$ cat src/common/stepper_pkg.sv
// Constants, field positions and types shared by the stepper control front end
package stepper_pkg;
	// Core clock rate
	localparam int CLK_MHZ = 40;
	// Reset pin held low this long forces sleep (least time, rounds up)
	localparam int SLEEP_WIDTH_NS = 10000;
	localparam int SLEEP_CYC = (SLEEP_WIDTH_NS * CLK_MHZ + 999) / 1000;
	// Oscillator pin watchdog time (typical figure, rounds down)
	localparam int CLOCK_LOSS_TIMEOUT_NS = 1000;
	localparam int WD_CYC = (CLOCK_LOSS_TIMEOUT_NS * CLK_MHZ) / 1000;
	// Synchronised pin indices
	localparam int NPIN = 10;
	localparam int P_STEP = 0;
	localparam int P_DIR = 1;
	localparam int P_CLRN = 2;
	localparam int P_EN = 3;
	localparam int P_SCLK = 4;
	localparam int P_SDI = 5;
	localparam int P_SERIAL_STROBE_N = 6;
	localparam int P_OSC = 7;
	localparam int P_MSLO = 8;
	localparam int P_MSHI = 9;
	// Idle level of each pin after reset (strobe, serial clock and reset pin idle high)
	localparam logic [NPIN-1:0] PIN_INIT = 10'h054;
	// Serial frame
	localparam int WORD_W = 16;
	localparam logic [4:0] FRAME_BITS = 5'h10;
	localparam logic [4:0] BITCNT_RST = 5'h00;
	// Serial word selector in the top two bits
	localparam logic [1:0] SEL_CFG0 = 2'h0;
	localparam logic [1:0] SEL_CFG1 = 2'h1;
	localparam logic [1:0] SEL_STEP = 2'h2;
	localparam logic [1:0] SEL_DIAGNOSTIC_PIN = 2'h3;
	// APB register byte offsets
	localparam logic [7:0] OFS_CFG0 = 8'h00;
	localparam logic [7:0] OFS_CFG1 = 8'h04;
	localparam logic [7:0] OFS_STEP = 8'h08;
	localparam logic [7:0] OFS_STATUS = 8'h0C;
	// Configuration fields
	localparam int CFG0_MS_LSB = 0;
	localparam int CFG0_SERIAL_BIT = 2;
	localparam int CFG1_DIAGNOSTIC_PIN_LSB = 0;
	localparam int CFG1_EXTCLK_BIT = 13;
	localparam logic [15:0] CFG0_RST = 16'h0000;
	localparam logic [15:0] CFG1_RST = 16'h0000;
	localparam logic [5:0] DELTA_RST = 6'h00;
	// Phase angle number after reset (home position)
	localparam logic [5:0] ANGLE_HOME = 6'h08;
	// Step increments per microstep mode
	localparam logic [5:0] INC_FULL = 6'h10;
	localparam logic [5:0] INC_HALF = 6'h08;
	localparam logic [5:0] INC_QUARTER = 6'h04;
	localparam logic [5:0] INC_SIXTEENTH = 6'h01;
	// Diagnostic pin selections
	localparam logic [1:0] DIAGNOSTIC_PIN_FAULT = 2'h0;
	localparam logic [1:0] DIAGNOSTIC_PIN_CLKLOST = 2'h1;
	localparam logic [1:0] DIAGNOSTIC_PIN_HOME = 2'h2;
	localparam logic [1:0] DIAGNOSTIC_PIN_SLEEP = 2'h3;
	// Status word bit positions
	localparam int ST_ANGLE_LSB = 0;
	localparam int ST_CLKLOSS_FLT = 8;
	localparam int ST_FRAME_FLT = 9;
	localparam int ST_SUMMARY = 15;
	localparam int ST_SLEEP = 16;
	localparam int ST_BRIDGE = 17;
	localparam int ST_CLKLOST_NOW = 18;
	// Reset pin state machine
	typedef enum logic [1:0] {RST_IDLE, RST_LOW, RST_SLEEP} rst_state_t;
endpackage

$ cat src/common/pin_sync_if.sv
// Synchronised pin levels and edge pulses passed between design modules
`timescale 1ns/1ps
interface pin_sync_if #(parameter int N = stepper_pkg::NPIN);
	logic [N-1:0] level;
	logic [N-1:0] rise;
	logic [N-1:0] fall;
	modport src (output level, output rise, output fall);
	modport dst (input level, input rise, input fall);
endinterface

$ cat src/rtl/pin_sync.sv
// Three-stage pin synchroniser with agreement filter and edge pulses
`timescale 1ns/1ps
module pin_sync (
	input wire logic mclk_in,
	input wire logic rstn_in,
	input wire logic [stepper_pkg::NPIN-1:0] pins_in,
	pin_sync_if.src sync_out
);
	logic [stepper_pkg::NPIN-1:0] s1;
	logic [stepper_pkg::NPIN-1:0] s2;
	logic [stepper_pkg::NPIN-1:0] s3;
	logic [stepper_pkg::NPIN-1:0] level;
	logic [stepper_pkg::NPIN-1:0] rise;
	logic [stepper_pkg::NPIN-1:0] fall;

	genvar i;
	generate
		for (i = 0; i < stepper_pkg::NPIN; i++) begin : g_pin
			// Shift chain; the level moves only when stages two and three agree
			always_ff @(posedge mclk_in) begin
				if (!rstn_in) begin
					s1[i] <= stepper_pkg::PIN_INIT[i];
					s2[i] <= stepper_pkg::PIN_INIT[i];
					s3[i] <= stepper_pkg::PIN_INIT[i];
					level[i] <= stepper_pkg::PIN_INIT[i];
					rise[i] <= 1'b0;
					fall[i] <= 1'b0;
				end else begin
					s1[i] <= pins_in[i];
					s2[i] <= s1[i];
					s3[i] <= s2[i];
					if (s2[i] == s3[i]) begin
						level[i] <= s3[i];
					end
					rise[i] <= (s2[i] == s3[i]) && s3[i] && !level[i];
					fall[i] <= (s2[i] == s3[i]) && !s3[i] && level[i];
				end
			end
		end
	endgenerate

	// Level changes together with its edge pulse
	assign sync_out.level = level;
	assign sync_out.rise = rise;
	assign sync_out.fall = fall;
endmodule

$ cat src/rtl/stepper_ctrl.sv
// Stepper driver control front end: step sequencer, serial port, reset and clock watchdog
//
// Operation
// - Each step rising edge advances one sequence step
// - Direction is sampled only at step rise
// - Direction high increments, low decrements angle
// - Serial step mode ignores the direction input
// - Short reset pulse clears latched faults only
// - Reset held beyond shutdown width enters sleep
// - Shutdown width is ten microseconds minimum
// - Enable low turns every bridge output off
// - Sequencer keeps tracking while outputs disabled
// - Serial word is sixteen bits, MSB first
// - Serial output floats while strobe is high
// - Strobe fall drives summary fault flag out
// - Serial input sampled on serial clock rise
// - Serial output updates after serial clock fall
// - Strobe high ignores serial clock and data
// - Diagnostic pin selectable, defaults to fault
// - Bit 13 clear selects internal oscillator
// - Bit 13 set selects external clock pin
// - Stalled external clock sets fault, disables outputs
`timescale 1ns/1ps
module stepper_ctrl (
	input wire logic mclk_in,
	input wire logic rstn_in,
	input wire logic [7:0] paddr_in,
	input wire logic psel_in,
	input wire logic penable_in,
	input wire logic pwrite_in,
	input wire logic [31:0] pwdata_in,
	output logic [31:0] prdata_out,
	output logic pready_out,
	output logic pslverr_out,
	input wire logic step_in,
	input wire logic direction_in,
	input wire logic fault_clear_sleep_n_in,
	input wire logic enable_in,
	input wire logic serial_clk_in,
	input wire logic serial_in_in,
	input wire logic serial_strobe_n_in,
	input wire logic oscillator_pin_in,
	input wire logic microstep_select_lo_in,
	input wire logic microstep_select_hi_in,
	output logic serial_out_out,
	output logic serial_out_oe_out,
	output logic diagnostic_pin_out,
	output logic bridge_enable_out,
	output logic sleep_out,
	output logic ext_clock_sel_out,
	output logic [5:0] phase_angle_out
);
	pin_sync_if sync ();

	logic [stepper_pkg::NPIN-1:0] pins;
	logic [15:0] cfg0;
	logic [15:0] cfg1;
	logic [5:0] delta;
	logic [5:0] angle;
	logic [5:0] inc;
	logic [1:0] ms;
	stepper_pkg::rst_state_t rst_state;
	logic [15:0] low_cnt;
	logic clear_faults;
	logic sleeping;
	logic [7:0] wd_cnt;
	logic clock_lost;
	logic clkloss_flt;
	logic frame_flt;
	logic summary;
	logic [31:0] status;
	logic strobe_active;
	logic [15:0] shift_in;
	logic [15:0] shift_out;
	logic [4:0] bit_cnt;
	logic frame_done;
	logic frame_bad;
	logic apb_setup;
	logic apb_write;
	logic mapped;

	// Gather all pins from outside the clock domain
	always_comb begin
		pins = '0;
		pins[stepper_pkg::P_STEP] = step_in;
		pins[stepper_pkg::P_DIR] = direction_in;
		pins[stepper_pkg::P_CLRN] = fault_clear_sleep_n_in;
		pins[stepper_pkg::P_EN] = enable_in;
		pins[stepper_pkg::P_SCLK] = serial_clk_in;
		pins[stepper_pkg::P_SDI] = serial_in_in;
		pins[stepper_pkg::P_SERIAL_STROBE_N] = serial_strobe_n_in;
		pins[stepper_pkg::P_OSC] = oscillator_pin_in;
		pins[stepper_pkg::P_MSLO] = microstep_select_lo_in;
		pins[stepper_pkg::P_MSHI] = microstep_select_hi_in;
	end

	pin_sync u_sync (
		.mclk_in(mclk_in),
		.rstn_in(rstn_in),
		.pins_in(pins),
		.sync_out(sync)
	);

	// Step size from pins ORed with the configuration bits
	always_comb begin
		ms = cfg0[stepper_pkg::CFG0_MS_LSB +: 2]
			| {sync.level[stepper_pkg::P_MSHI], sync.level[stepper_pkg::P_MSLO]};
		case (ms)
			2'h0: inc = stepper_pkg::INC_FULL;
			2'h1: inc = stepper_pkg::INC_HALF;
			2'h2: inc = stepper_pkg::INC_QUARTER;
			2'h3: inc = stepper_pkg::INC_SIXTEENTH;
			default: inc = stepper_pkg::INC_FULL;
		endcase
	end

	// Phase angle sequencer, runs whatever the enable and sleep state
	always_ff @(posedge mclk_in) begin
		if (!rstn_in) begin
			angle <= stepper_pkg::ANGLE_HOME;
		end else if (sync.rise[stepper_pkg::P_STEP]) begin
			if (cfg0[stepper_pkg::CFG0_SERIAL_BIT]) begin
				angle <= angle + delta;
			end else if (sync.level[stepper_pkg::P_DIR]) begin
				angle <= angle + inc;
			end else begin
				angle <= angle - inc;
			end
		end
	end

	// Reset pin: short low clears faults, long low puts the core to sleep
	always_ff @(posedge mclk_in) begin
		if (!rstn_in) begin
			rst_state <= stepper_pkg::RST_IDLE;
			low_cnt <= 16'h0000;
		end else begin
			case (rst_state)
				stepper_pkg::RST_IDLE: begin
					low_cnt <= 16'h0000;
					if (!sync.level[stepper_pkg::P_CLRN]) begin
						rst_state <= stepper_pkg::RST_LOW;
					end
				end
				stepper_pkg::RST_LOW: begin
					low_cnt <= low_cnt + 16'h0001;
					if (sync.level[stepper_pkg::P_CLRN]) begin
						rst_state <= stepper_pkg::RST_IDLE;
					end else if (low_cnt == 16'(stepper_pkg::SLEEP_CYC - 1)) begin
						rst_state <= stepper_pkg::RST_SLEEP;
					end
				end
				stepper_pkg::RST_SLEEP: begin
					if (sync.level[stepper_pkg::P_CLRN]) begin
						rst_state <= stepper_pkg::RST_IDLE;
					end
				end
				default: rst_state <= stepper_pkg::RST_IDLE;
			endcase
		end
	end

	// Faults clear when the reset pin returns high, from a pulse or from sleep
	assign clear_faults = (rst_state != stepper_pkg::RST_IDLE)
		&& sync.level[stepper_pkg::P_CLRN];
	assign sleeping = (rst_state == stepper_pkg::RST_SLEEP);

	// Oscillator pin watchdog counts cycles since its last edge; held at zero
	// outside external mode so that entering it raises no stale fault
	always_ff @(posedge mclk_in) begin
		if (!rstn_in) begin
			wd_cnt <= 8'h00;
		end else if (!cfg1[stepper_pkg::CFG1_EXTCLK_BIT]
			|| sync.rise[stepper_pkg::P_OSC] || sync.fall[stepper_pkg::P_OSC]) begin
			wd_cnt <= 8'h00;
		end else if (wd_cnt != 8'hFF) begin
			wd_cnt <= wd_cnt + 8'h01;
		end
	end

	// Clock loss only counts in external clock mode
	assign clock_lost = cfg1[stepper_pkg::CFG1_EXTCLK_BIT]
		&& (wd_cnt > 8'(stepper_pkg::WD_CYC));

	// Latched faults; a new event wins over a clear in the same cycle
	always_ff @(posedge mclk_in) begin
		if (!rstn_in) begin
			clkloss_flt <= 1'b0;
		end else if (clock_lost) begin
			clkloss_flt <= 1'b1;
		end else if (clear_faults) begin
			clkloss_flt <= 1'b0;
		end
	end

	always_ff @(posedge mclk_in) begin
		if (!rstn_in) begin
			frame_flt <= 1'b0;
		end else if (frame_bad) begin
			frame_flt <= 1'b1;
		end else if (clear_faults) begin
			frame_flt <= 1'b0;
		end
	end

	// Status word, low half is the diagnostic word sent on the serial port
	always_comb begin
		summary = clkloss_flt | frame_flt;
		status = 32'h00000000;
		status[stepper_pkg::ST_ANGLE_LSB +: 6] = angle;
		status[stepper_pkg::ST_CLKLOSS_FLT] = clkloss_flt;
		status[stepper_pkg::ST_FRAME_FLT] = frame_flt;
		status[stepper_pkg::ST_SUMMARY] = summary;
		status[stepper_pkg::ST_SLEEP] = sleeping;
		status[stepper_pkg::ST_BRIDGE] = bridge_enable_out;
		status[stepper_pkg::ST_CLKLOST_NOW] = clock_lost;
	end

	// Serial frame qualifiers; nothing moves while the strobe is high
	assign strobe_active = !sync.level[stepper_pkg::P_SERIAL_STROBE_N];
	assign frame_done = sync.rise[stepper_pkg::P_SERIAL_STROBE_N] && (bit_cnt == stepper_pkg::FRAME_BITS);
	assign frame_bad = sync.rise[stepper_pkg::P_SERIAL_STROBE_N] && (bit_cnt != stepper_pkg::FRAME_BITS);

	// Receive shift register and edge counter
	always_ff @(posedge mclk_in) begin
		if (!rstn_in) begin
			shift_in <= 16'h0000;
			bit_cnt <= stepper_pkg::BITCNT_RST;
		end else if (sync.fall[stepper_pkg::P_SERIAL_STROBE_N]) begin
			shift_in <= 16'h0000;
			bit_cnt <= stepper_pkg::BITCNT_RST;
		end else if (strobe_active && sync.rise[stepper_pkg::P_SCLK]) begin
			shift_in <= {shift_in[14:0], sync.level[stepper_pkg::P_SDI]};
			if (bit_cnt != 5'h1F) begin
				bit_cnt <= bit_cnt + 5'h01;
			end
		end
	end

	// Transmit side: summary flag first, next bit after each clock fall
	always_ff @(posedge mclk_in) begin
		if (!rstn_in) begin
			shift_out <= 16'h0000;
			serial_out_out <= 1'b0;
			serial_out_oe_out <= 1'b0;
		end else if (sync.fall[stepper_pkg::P_SERIAL_STROBE_N]) begin
			shift_out <= status[15:0];
			serial_out_out <= status[stepper_pkg::ST_SUMMARY];
			serial_out_oe_out <= 1'b1;
		end else if (!strobe_active) begin
			serial_out_oe_out <= 1'b0;
		end else if (sync.fall[stepper_pkg::P_SCLK]) begin
			shift_out <= {shift_out[14:0], 1'b0};
			serial_out_out <= shift_out[14];
		end
	end

	// APB decode
	assign apb_setup = psel_in && !penable_in;
	assign apb_write = psel_in && penable_in && pwrite_in;
	assign mapped = (paddr_in == stepper_pkg::OFS_CFG0) || (paddr_in == stepper_pkg::OFS_CFG1)
		|| (paddr_in == stepper_pkg::OFS_STEP) || (paddr_in == stepper_pkg::OFS_STATUS);
	assign pready_out = 1'b1;
	assign pslverr_out = psel_in && penable_in && !mapped;

	// Read data captured in the setup cycle
	always_ff @(posedge mclk_in) begin
		if (!rstn_in) begin
			prdata_out <= 32'h00000000;
		end else if (apb_setup) begin
			case (paddr_in)
				stepper_pkg::OFS_CFG0: prdata_out <= {16'h0000, cfg0};
				stepper_pkg::OFS_CFG1: prdata_out <= {16'h0000, cfg1};
				stepper_pkg::OFS_STEP: prdata_out <= {26'h0000000, delta};
				stepper_pkg::OFS_STATUS: prdata_out <= status;
				default: prdata_out <= 32'h00000000;
			endcase
		end
	end

	// Configuration from serial frames, with a bus write taking priority
	always_ff @(posedge mclk_in) begin
		if (!rstn_in) begin
			cfg0 <= stepper_pkg::CFG0_RST;
			cfg1 <= stepper_pkg::CFG1_RST;
			delta <= stepper_pkg::DELTA_RST;
		end else begin
			if (frame_done) begin
				case (shift_in[15:14])
					stepper_pkg::SEL_CFG0: cfg0 <= shift_in;
					stepper_pkg::SEL_CFG1: cfg1 <= shift_in;
					stepper_pkg::SEL_STEP: delta <= shift_in[5:0];
					stepper_pkg::SEL_DIAGNOSTIC_PIN: cfg0 <= cfg0;
					default: cfg0 <= cfg0;
				endcase
			end
			if (apb_write && paddr_in == stepper_pkg::OFS_CFG0) begin
				cfg0 <= pwdata_in[15:0];
			end
			if (apb_write && paddr_in == stepper_pkg::OFS_CFG1) begin
				cfg1 <= pwdata_in[15:0];
			end
			if (apb_write && paddr_in == stepper_pkg::OFS_STEP) begin
				delta <= pwdata_in[5:0];
			end
		end
	end

	// Output pins and diagnostic selector
	always_ff @(posedge mclk_in) begin
		if (!rstn_in) begin
			bridge_enable_out <= 1'b0;
			diagnostic_pin_out <= 1'b0;
		end else begin
			bridge_enable_out <= sync.level[stepper_pkg::P_EN]
				&& !sleeping && !clock_lost;
			case (cfg1[stepper_pkg::CFG1_DIAGNOSTIC_PIN_LSB +: 2])
				stepper_pkg::DIAGNOSTIC_PIN_FAULT: diagnostic_pin_out <= summary;
				stepper_pkg::DIAGNOSTIC_PIN_CLKLOST: diagnostic_pin_out <= clock_lost;
				stepper_pkg::DIAGNOSTIC_PIN_HOME: diagnostic_pin_out <= (angle == stepper_pkg::ANGLE_HOME);
				stepper_pkg::DIAGNOSTIC_PIN_SLEEP: diagnostic_pin_out <= sleeping;
				default: diagnostic_pin_out <= summary;
			endcase
		end
	end

	// Oscillator source select is a plain pin toward the clock generator
	assign ext_clock_sel_out = cfg1[stepper_pkg::CFG1_EXTCLK_BIT];
	assign sleep_out = sleeping;
	assign phase_angle_out = angle;
endmodule
$ cat config.mk
export PLATFORM = sky130hd
export DESIGN_NAME = stepper_ctrl
export DESIGN_NICKNAME = d
export VERILOG_FILES = /design/src/common/stepper_pkg.sv /design/src/common/pin_sync_if.sv /design/src/rtl/pin_sync.sv /design/src/rtl/stepper_ctrl.sv
export SDC_FILE = /design/constraint.sdc
export NUM_CORES = 1
export LEC_CHECK = 0
export ABC_AREA = 1
export BUFFER_PORTS_ARGS = -buffer_cell sky130_fd_sc_hd__buf_2
export CAP_MARGIN = 20
export CORE_MARGIN = 4
export CORE_UTILIZATION = 41
export DETAILED_ROUTE_END_ITERATION = 16
export GPL_TIMING_DRIVEN = 0
export PLACE_DENSITY = 0.61
export SETUP_SLACK_MARGIN = 0.3
export SYNTH_ARGS = -nofsm -noshare
export SYNTH_HDL_FRONTEND = slang
export SYNTH_HIERARCHICAL = 1
export SYNTH_SLANG_ARGS = --single-unit
$ cat constraint.sdc
create_clock -name mclk_in -period 4.3 [get_ports mclk_in]
set_input_delay 0.86 -clock mclk_in [delete_from_list [all_inputs] [get_ports mclk_in]]
set_output_delay 0.86 -clock mclk_in [all_outputs]
set_load 0.005 [all_outputs]
# --- Yosys cells after proc, flatten, opt, wreduce, memory -nomap -nowiden ---
# Cells that the tools add are included.
totals:
  in_bits: 55
  n_memories: 0
  latch_bits: 0
  elab_cells: 211
  mem_bits_ro: 0
  regBits: 191
  out_inout_bits: 46
  mem_bits_rw: 0
op_classes:
  n_lt_le_gt_ge: 1
  div_mod_pow: 0
  multipliers: 0
  shifts: 0
  reduce_logical: 71
  n_mux: 31
  bitwise: 4
  addsub: 6
  eq_ne: 33
op_table:
  columns: ["cell", "n"]
  rows:
  - ["16-bit two-way mux", 6]
  - ["19-bit case mux with 4 select lines", 1]
  - ["16-bit case mux with 2 select lines", 1]
  - ["10-bit two-way mux", 3]
  - ["6-bit two-way mux", 5]
  - ["1-bit logical AND", 28]
  - ["6-bit case mux with 4 select lines", 1]
  - ["2-bit nonzero test", 12]
  - ["16-bit by 1-bit adder with 16-bit output (second input constant)", 1]
  - ["16-bit by 9-bit == test with 1-bit output (second input constant)", 1]
  - ["8-bit by 4-bit == test with 1-bit output (second input constant)", 2]
  - ["6-bit adder", 2]
  - ["2-bit == test (second input constant)", 6]
  - ["1-bit logical NOT", 12]
  - ["2-bit AND reduction", 6]
  - ["1-bit == test", 10]
  - ["5-bit inequality test (second input constant)", 2]
  - ["8-bit by 1-bit adder with 8-bit output (second input constant)", 1]
  - ["2-bit by 1-bit == test with 1-bit output (second input constant)", 4]
  - ["8-bit by 3-bit == test with 1-bit output (second input constant)", 1]
  - ["8-bit by 6-bit > comparator with 1-bit output (second input constant)", 1]
  - ["2-bit logical NOT", 4]
  - ["8-bit logical NOT", 1]
  - ["1-bit two-way mux", 8]
  - ["other kinds (17)", 27]

# --- Logic depth before layout (Yosys ltp) ---
depth:
  depth_word: 6
  ltp_mapped: 13
  depth_no_buf: 13

# --- Cells and area by module ---
# Netlist, hierarchy kept.
by_module_without_submodules:
  columns: ["module", "instances", "area_each_um2", "seq_area_each_um2", "cells_per_inst"]
  rows:
  - ["stepper_ctrl", 1, 6483.7, 2622.5, 955]
  - ["pin_sync", 1, 2143.3, 1201.2, 245]

# --- Worst setup path before layout ---
# Ideal clock, no wire load.
synth_path:
  path_kind: "input -> output"
  start: "input paddr_in[7]"
  end: "output pslverr_out"
  n_path_buf: 0
  stages: 4
  required_time_ps: 3440
  setup_slack_ps: 2121
  arrival_time_ps: 1319
  cell_sequence: "nor2_2 > nand2_2 > o211ai_1 > inv_1"
synth_via:
  elab_chain_len: 6
  word_cells_on_any_way: 9
  cone_classes: "eq/ne: 3; reduce/logical: 6"
synth_rtl:
  columns: ["element", "line", "source"]
  rows:
  - ["start, declared", "stepper_ctrl.sv:27", "input wire logic [7:0] paddr_in,"]
  - ["8-bit by 3-bit == test with 1-bit output or 8-bit logical NOT (tied branches)", "stepper_ctrl.sv:261", "assign mapped = (paddr_in == stepper_pkg::OFS_CFG0) || (paddr_in == stepper_pkg::OFS_CFG1)"]
  - ["1-bit logical OR", "stepper_ctrl.sv:261", null]
  - ["1-bit logical OR", "stepper_ctrl.sv:262", "|| (paddr_in == stepper_pkg::OFS_STEP) || (paddr_in == stepper_pkg::OFS_STATUS);"]
  - ["1-bit logical OR *", "stepper_ctrl.sv:262", null]
  - ["1-bit logical NOT *", "stepper_ctrl.sv:264", "assign pslverr_out = psel_in && penable_in && !mapped;"]
  - ["1-bit logical AND *", "stepper_ctrl.sv:264", null]
  - ["end, declared", "stepper_ctrl.sv:34", "output logic pslverr_out,"]
# Mark *: on every way between the ends. The rest lies on a longest branch, timed or not.

# --- Final worst setup path ---
layout_path:
  start: "register rst_state[1]"
  end: "output sleep_out"
layout_via:
  elab_chain_len: 1
layout_rtl:
  columns: ["element", "line", "source"]
  rows:
  - ["start, declared", "stepper_ctrl.sv:62", "stepper_pkg::rst_state_t rst_state;"]
  - ["start signal, assigned", "stepper_ctrl.sv:135", "rst_state <= stepper_pkg::RST_IDLE;"]
  - ["start signal, assigned", "stepper_ctrl.sv:142", "rst_state <= stepper_pkg::RST_LOW;"]
  - ["start signal, assigned", "stepper_ctrl.sv:148", "rst_state <= stepper_pkg::RST_IDLE;"]
  - ["2-bit == test", "stepper_ctrl.sv:166", "assign sleeping = (rst_state == stepper_pkg::RST_SLEEP);"]
  - ["end, declared", "stepper_ctrl.sv:49", "output logic sleep_out,"]
# Every way passes these cells.

==> results.txt <==
peak supply drop = 273 uV
Ports = 101
FMAX = 383 MHz
number of remaining DRC errors = 0
syn avg cell area = 7.09 um2
Detail Route met3 WL = 916 um
Rows = 51
antenna cells = 0
Vias/cell = 4.68
post-synthesis to final-layout area growth = 15.7%
Sink Count = 178
status = finished clean
WL/cell = 13.0 um
GPL Wtd Cong = 0.861
worst-margin pin slew = 0.897 ns
Initial DRC Count = 535
Critical Path Fanout Max = 10
drt first pass iters = 5
core area = 19600 um2
highest routed layer = met4
global-route wire length before repair = 32700 um
CTS clock-pin slew for the worst setup and hold paths = 0.07 ns
final worst path period share = 60.7%
WL final = 19900 um
setup bufs post-CTS = 0
unrepaired setup endpoints after global routing = false
Mapped Area = 8190 um2
Max Cap Violations = 0
Slew headroom = 39.6%
# nets final = 1336
Hold Vio Cnt, Final = 0
kind of critical path = flop to primary output
element type at the critical path start = flop
I/O Buffers = 69
final core utilization = 48.4%
largest net degree at the start of global routing = 17
wire length on met1 = 9840 um
Required @ worst endpoint = 3.44 ns
Worst path top cell family by delay = buffers and inverters
CTS resizes = 0
Longest Clk Path Bufs = 2
DP HPWL = 15100 um
CP bufs+invs = 4
CTS H-Tree Depth = 4
Die H = 149 um
leakage power = 4.40 nW
Top cell by count, worst path = buf_2
Power Density = 352 nW/um2
Tmin final = 2.61 ns
ANT nets after route = 0
clock skew = 0.00912 ns
Worst Hold Class = flop to flop
layout cells sized above 1 = 13.1%
setup TNS = 0 ns
DR vias = 7174
total grt overflow = 0
gr usage total = 18.3%
worst path cell trace = buf_2, inv_2, buf_2, nor2_1, buf_2
clk root buf = clkbuf_16
Critical Path Max Stage Delay = 0.39 ns
YS warnings = 6
post-place instance area = 8920 um2
clk_lat worst skew = 0.43 ns
Final Setup Violations = 0
Slew Limit Fails = 0
nature of the critical path endpoint = primary output
Die ar. = 22300 um2
hold_buf cts = 0
crit path DAT = 1.75 ns
DR WL met2 = 8940 um
Initial Util = 41.8%
Critical Path Slowest Stage Cell = nor2_1
die width = 149 um
design area = 9480 um2
initial antenna violation count = 0
vias in the first global route = 6519
CTS tree = done
cts bufs inserted = 17
synthesized netlist cell count = 1155
==> registers in the layout, indices dropped and copies added, names as in the netlist, 10 cells and up <==
signal,count
cfg0,16
u_sync/s3,10
cfg1,16
shift_in,16
u_sync/sync_out.level,10
u_sync/s2,10
low_cnt,16
prdata_out,19
shift_out,15
u_sync/s1,10
==> placed cells by master (no fill, tap or decap), types with 14 or more instances in the layout <==
master and count:
buf_4 18, inv_1 165, a21oi_1 95, clkbuf_1 16
conb_1 14, ha_1 25, clkbuf_16 17, nand3_1 100
nand2_1 267, dfxtp_1 178, o21ai_1 34, nor2_1 88
buf_2 84, o21ai_0 66
==> stage by stage <==
stage | setup WS [ns] | cells | power [W] | hold WS (ns)
floorplan | 2.12 | 1167 | 0.00182 | 0.385
global placement | 1.78 | 1501 | 0.00188 | 0.387
detailed placement | 1.77 | 1501 | 0.00188 | 0.391
CTS | 1.67 | 1532 | 0.00338 | 0.407
global route | 1.59 | 1532 | 0.00346 | 0.422
finish | 1.69 | 1532 | 0.00334 | 0.406
==> path summary, 6_finish.rpt <==
check / startpoint / to / slack (ns) / depth (start not counted)
max reg2reg: cfg0[2] / phase_angle_out[4] / 2.05 / 10
max: rst_state[1] / sleep_out / 1.69 / 5
min reg2reg: u_sync/s1[6] / u_sync/s2[6] / 0.41 / 1
min: u_sync/s1[6] / u_sync/s2[6] / 0.41 / 1
==> routing by layer <==
layer | track usage (%) | up-vias
met5 | 0 | -
met2 | 29.5 | 155
met3 | 3.56 | 14
li1 | - | 3837
met1 | 25.4 | 3168
met4 | 4.58 | 0
==> power breakdown <==
group          internal (W)  total, W  switching (W)
combinational     0.0000617  0.000160      0.0000980
sequential          0.00167   0.00168      0.0000128
clock              0.000832   0.00150       0.000666
total               0.00256   0.00334       0.000776
==> area by class of cell <==
class                   count  area [um2]
multi-input cells         756        3650
clock inverters            10         101
flip-flops and latches    178        3560
clock buffers              21         460
inverters                 176         666
repair buffers             69         345
well taps                 265         332
plain buffers              57         360
fillers                  1977       10100
(Power assumes the default switching activity.)
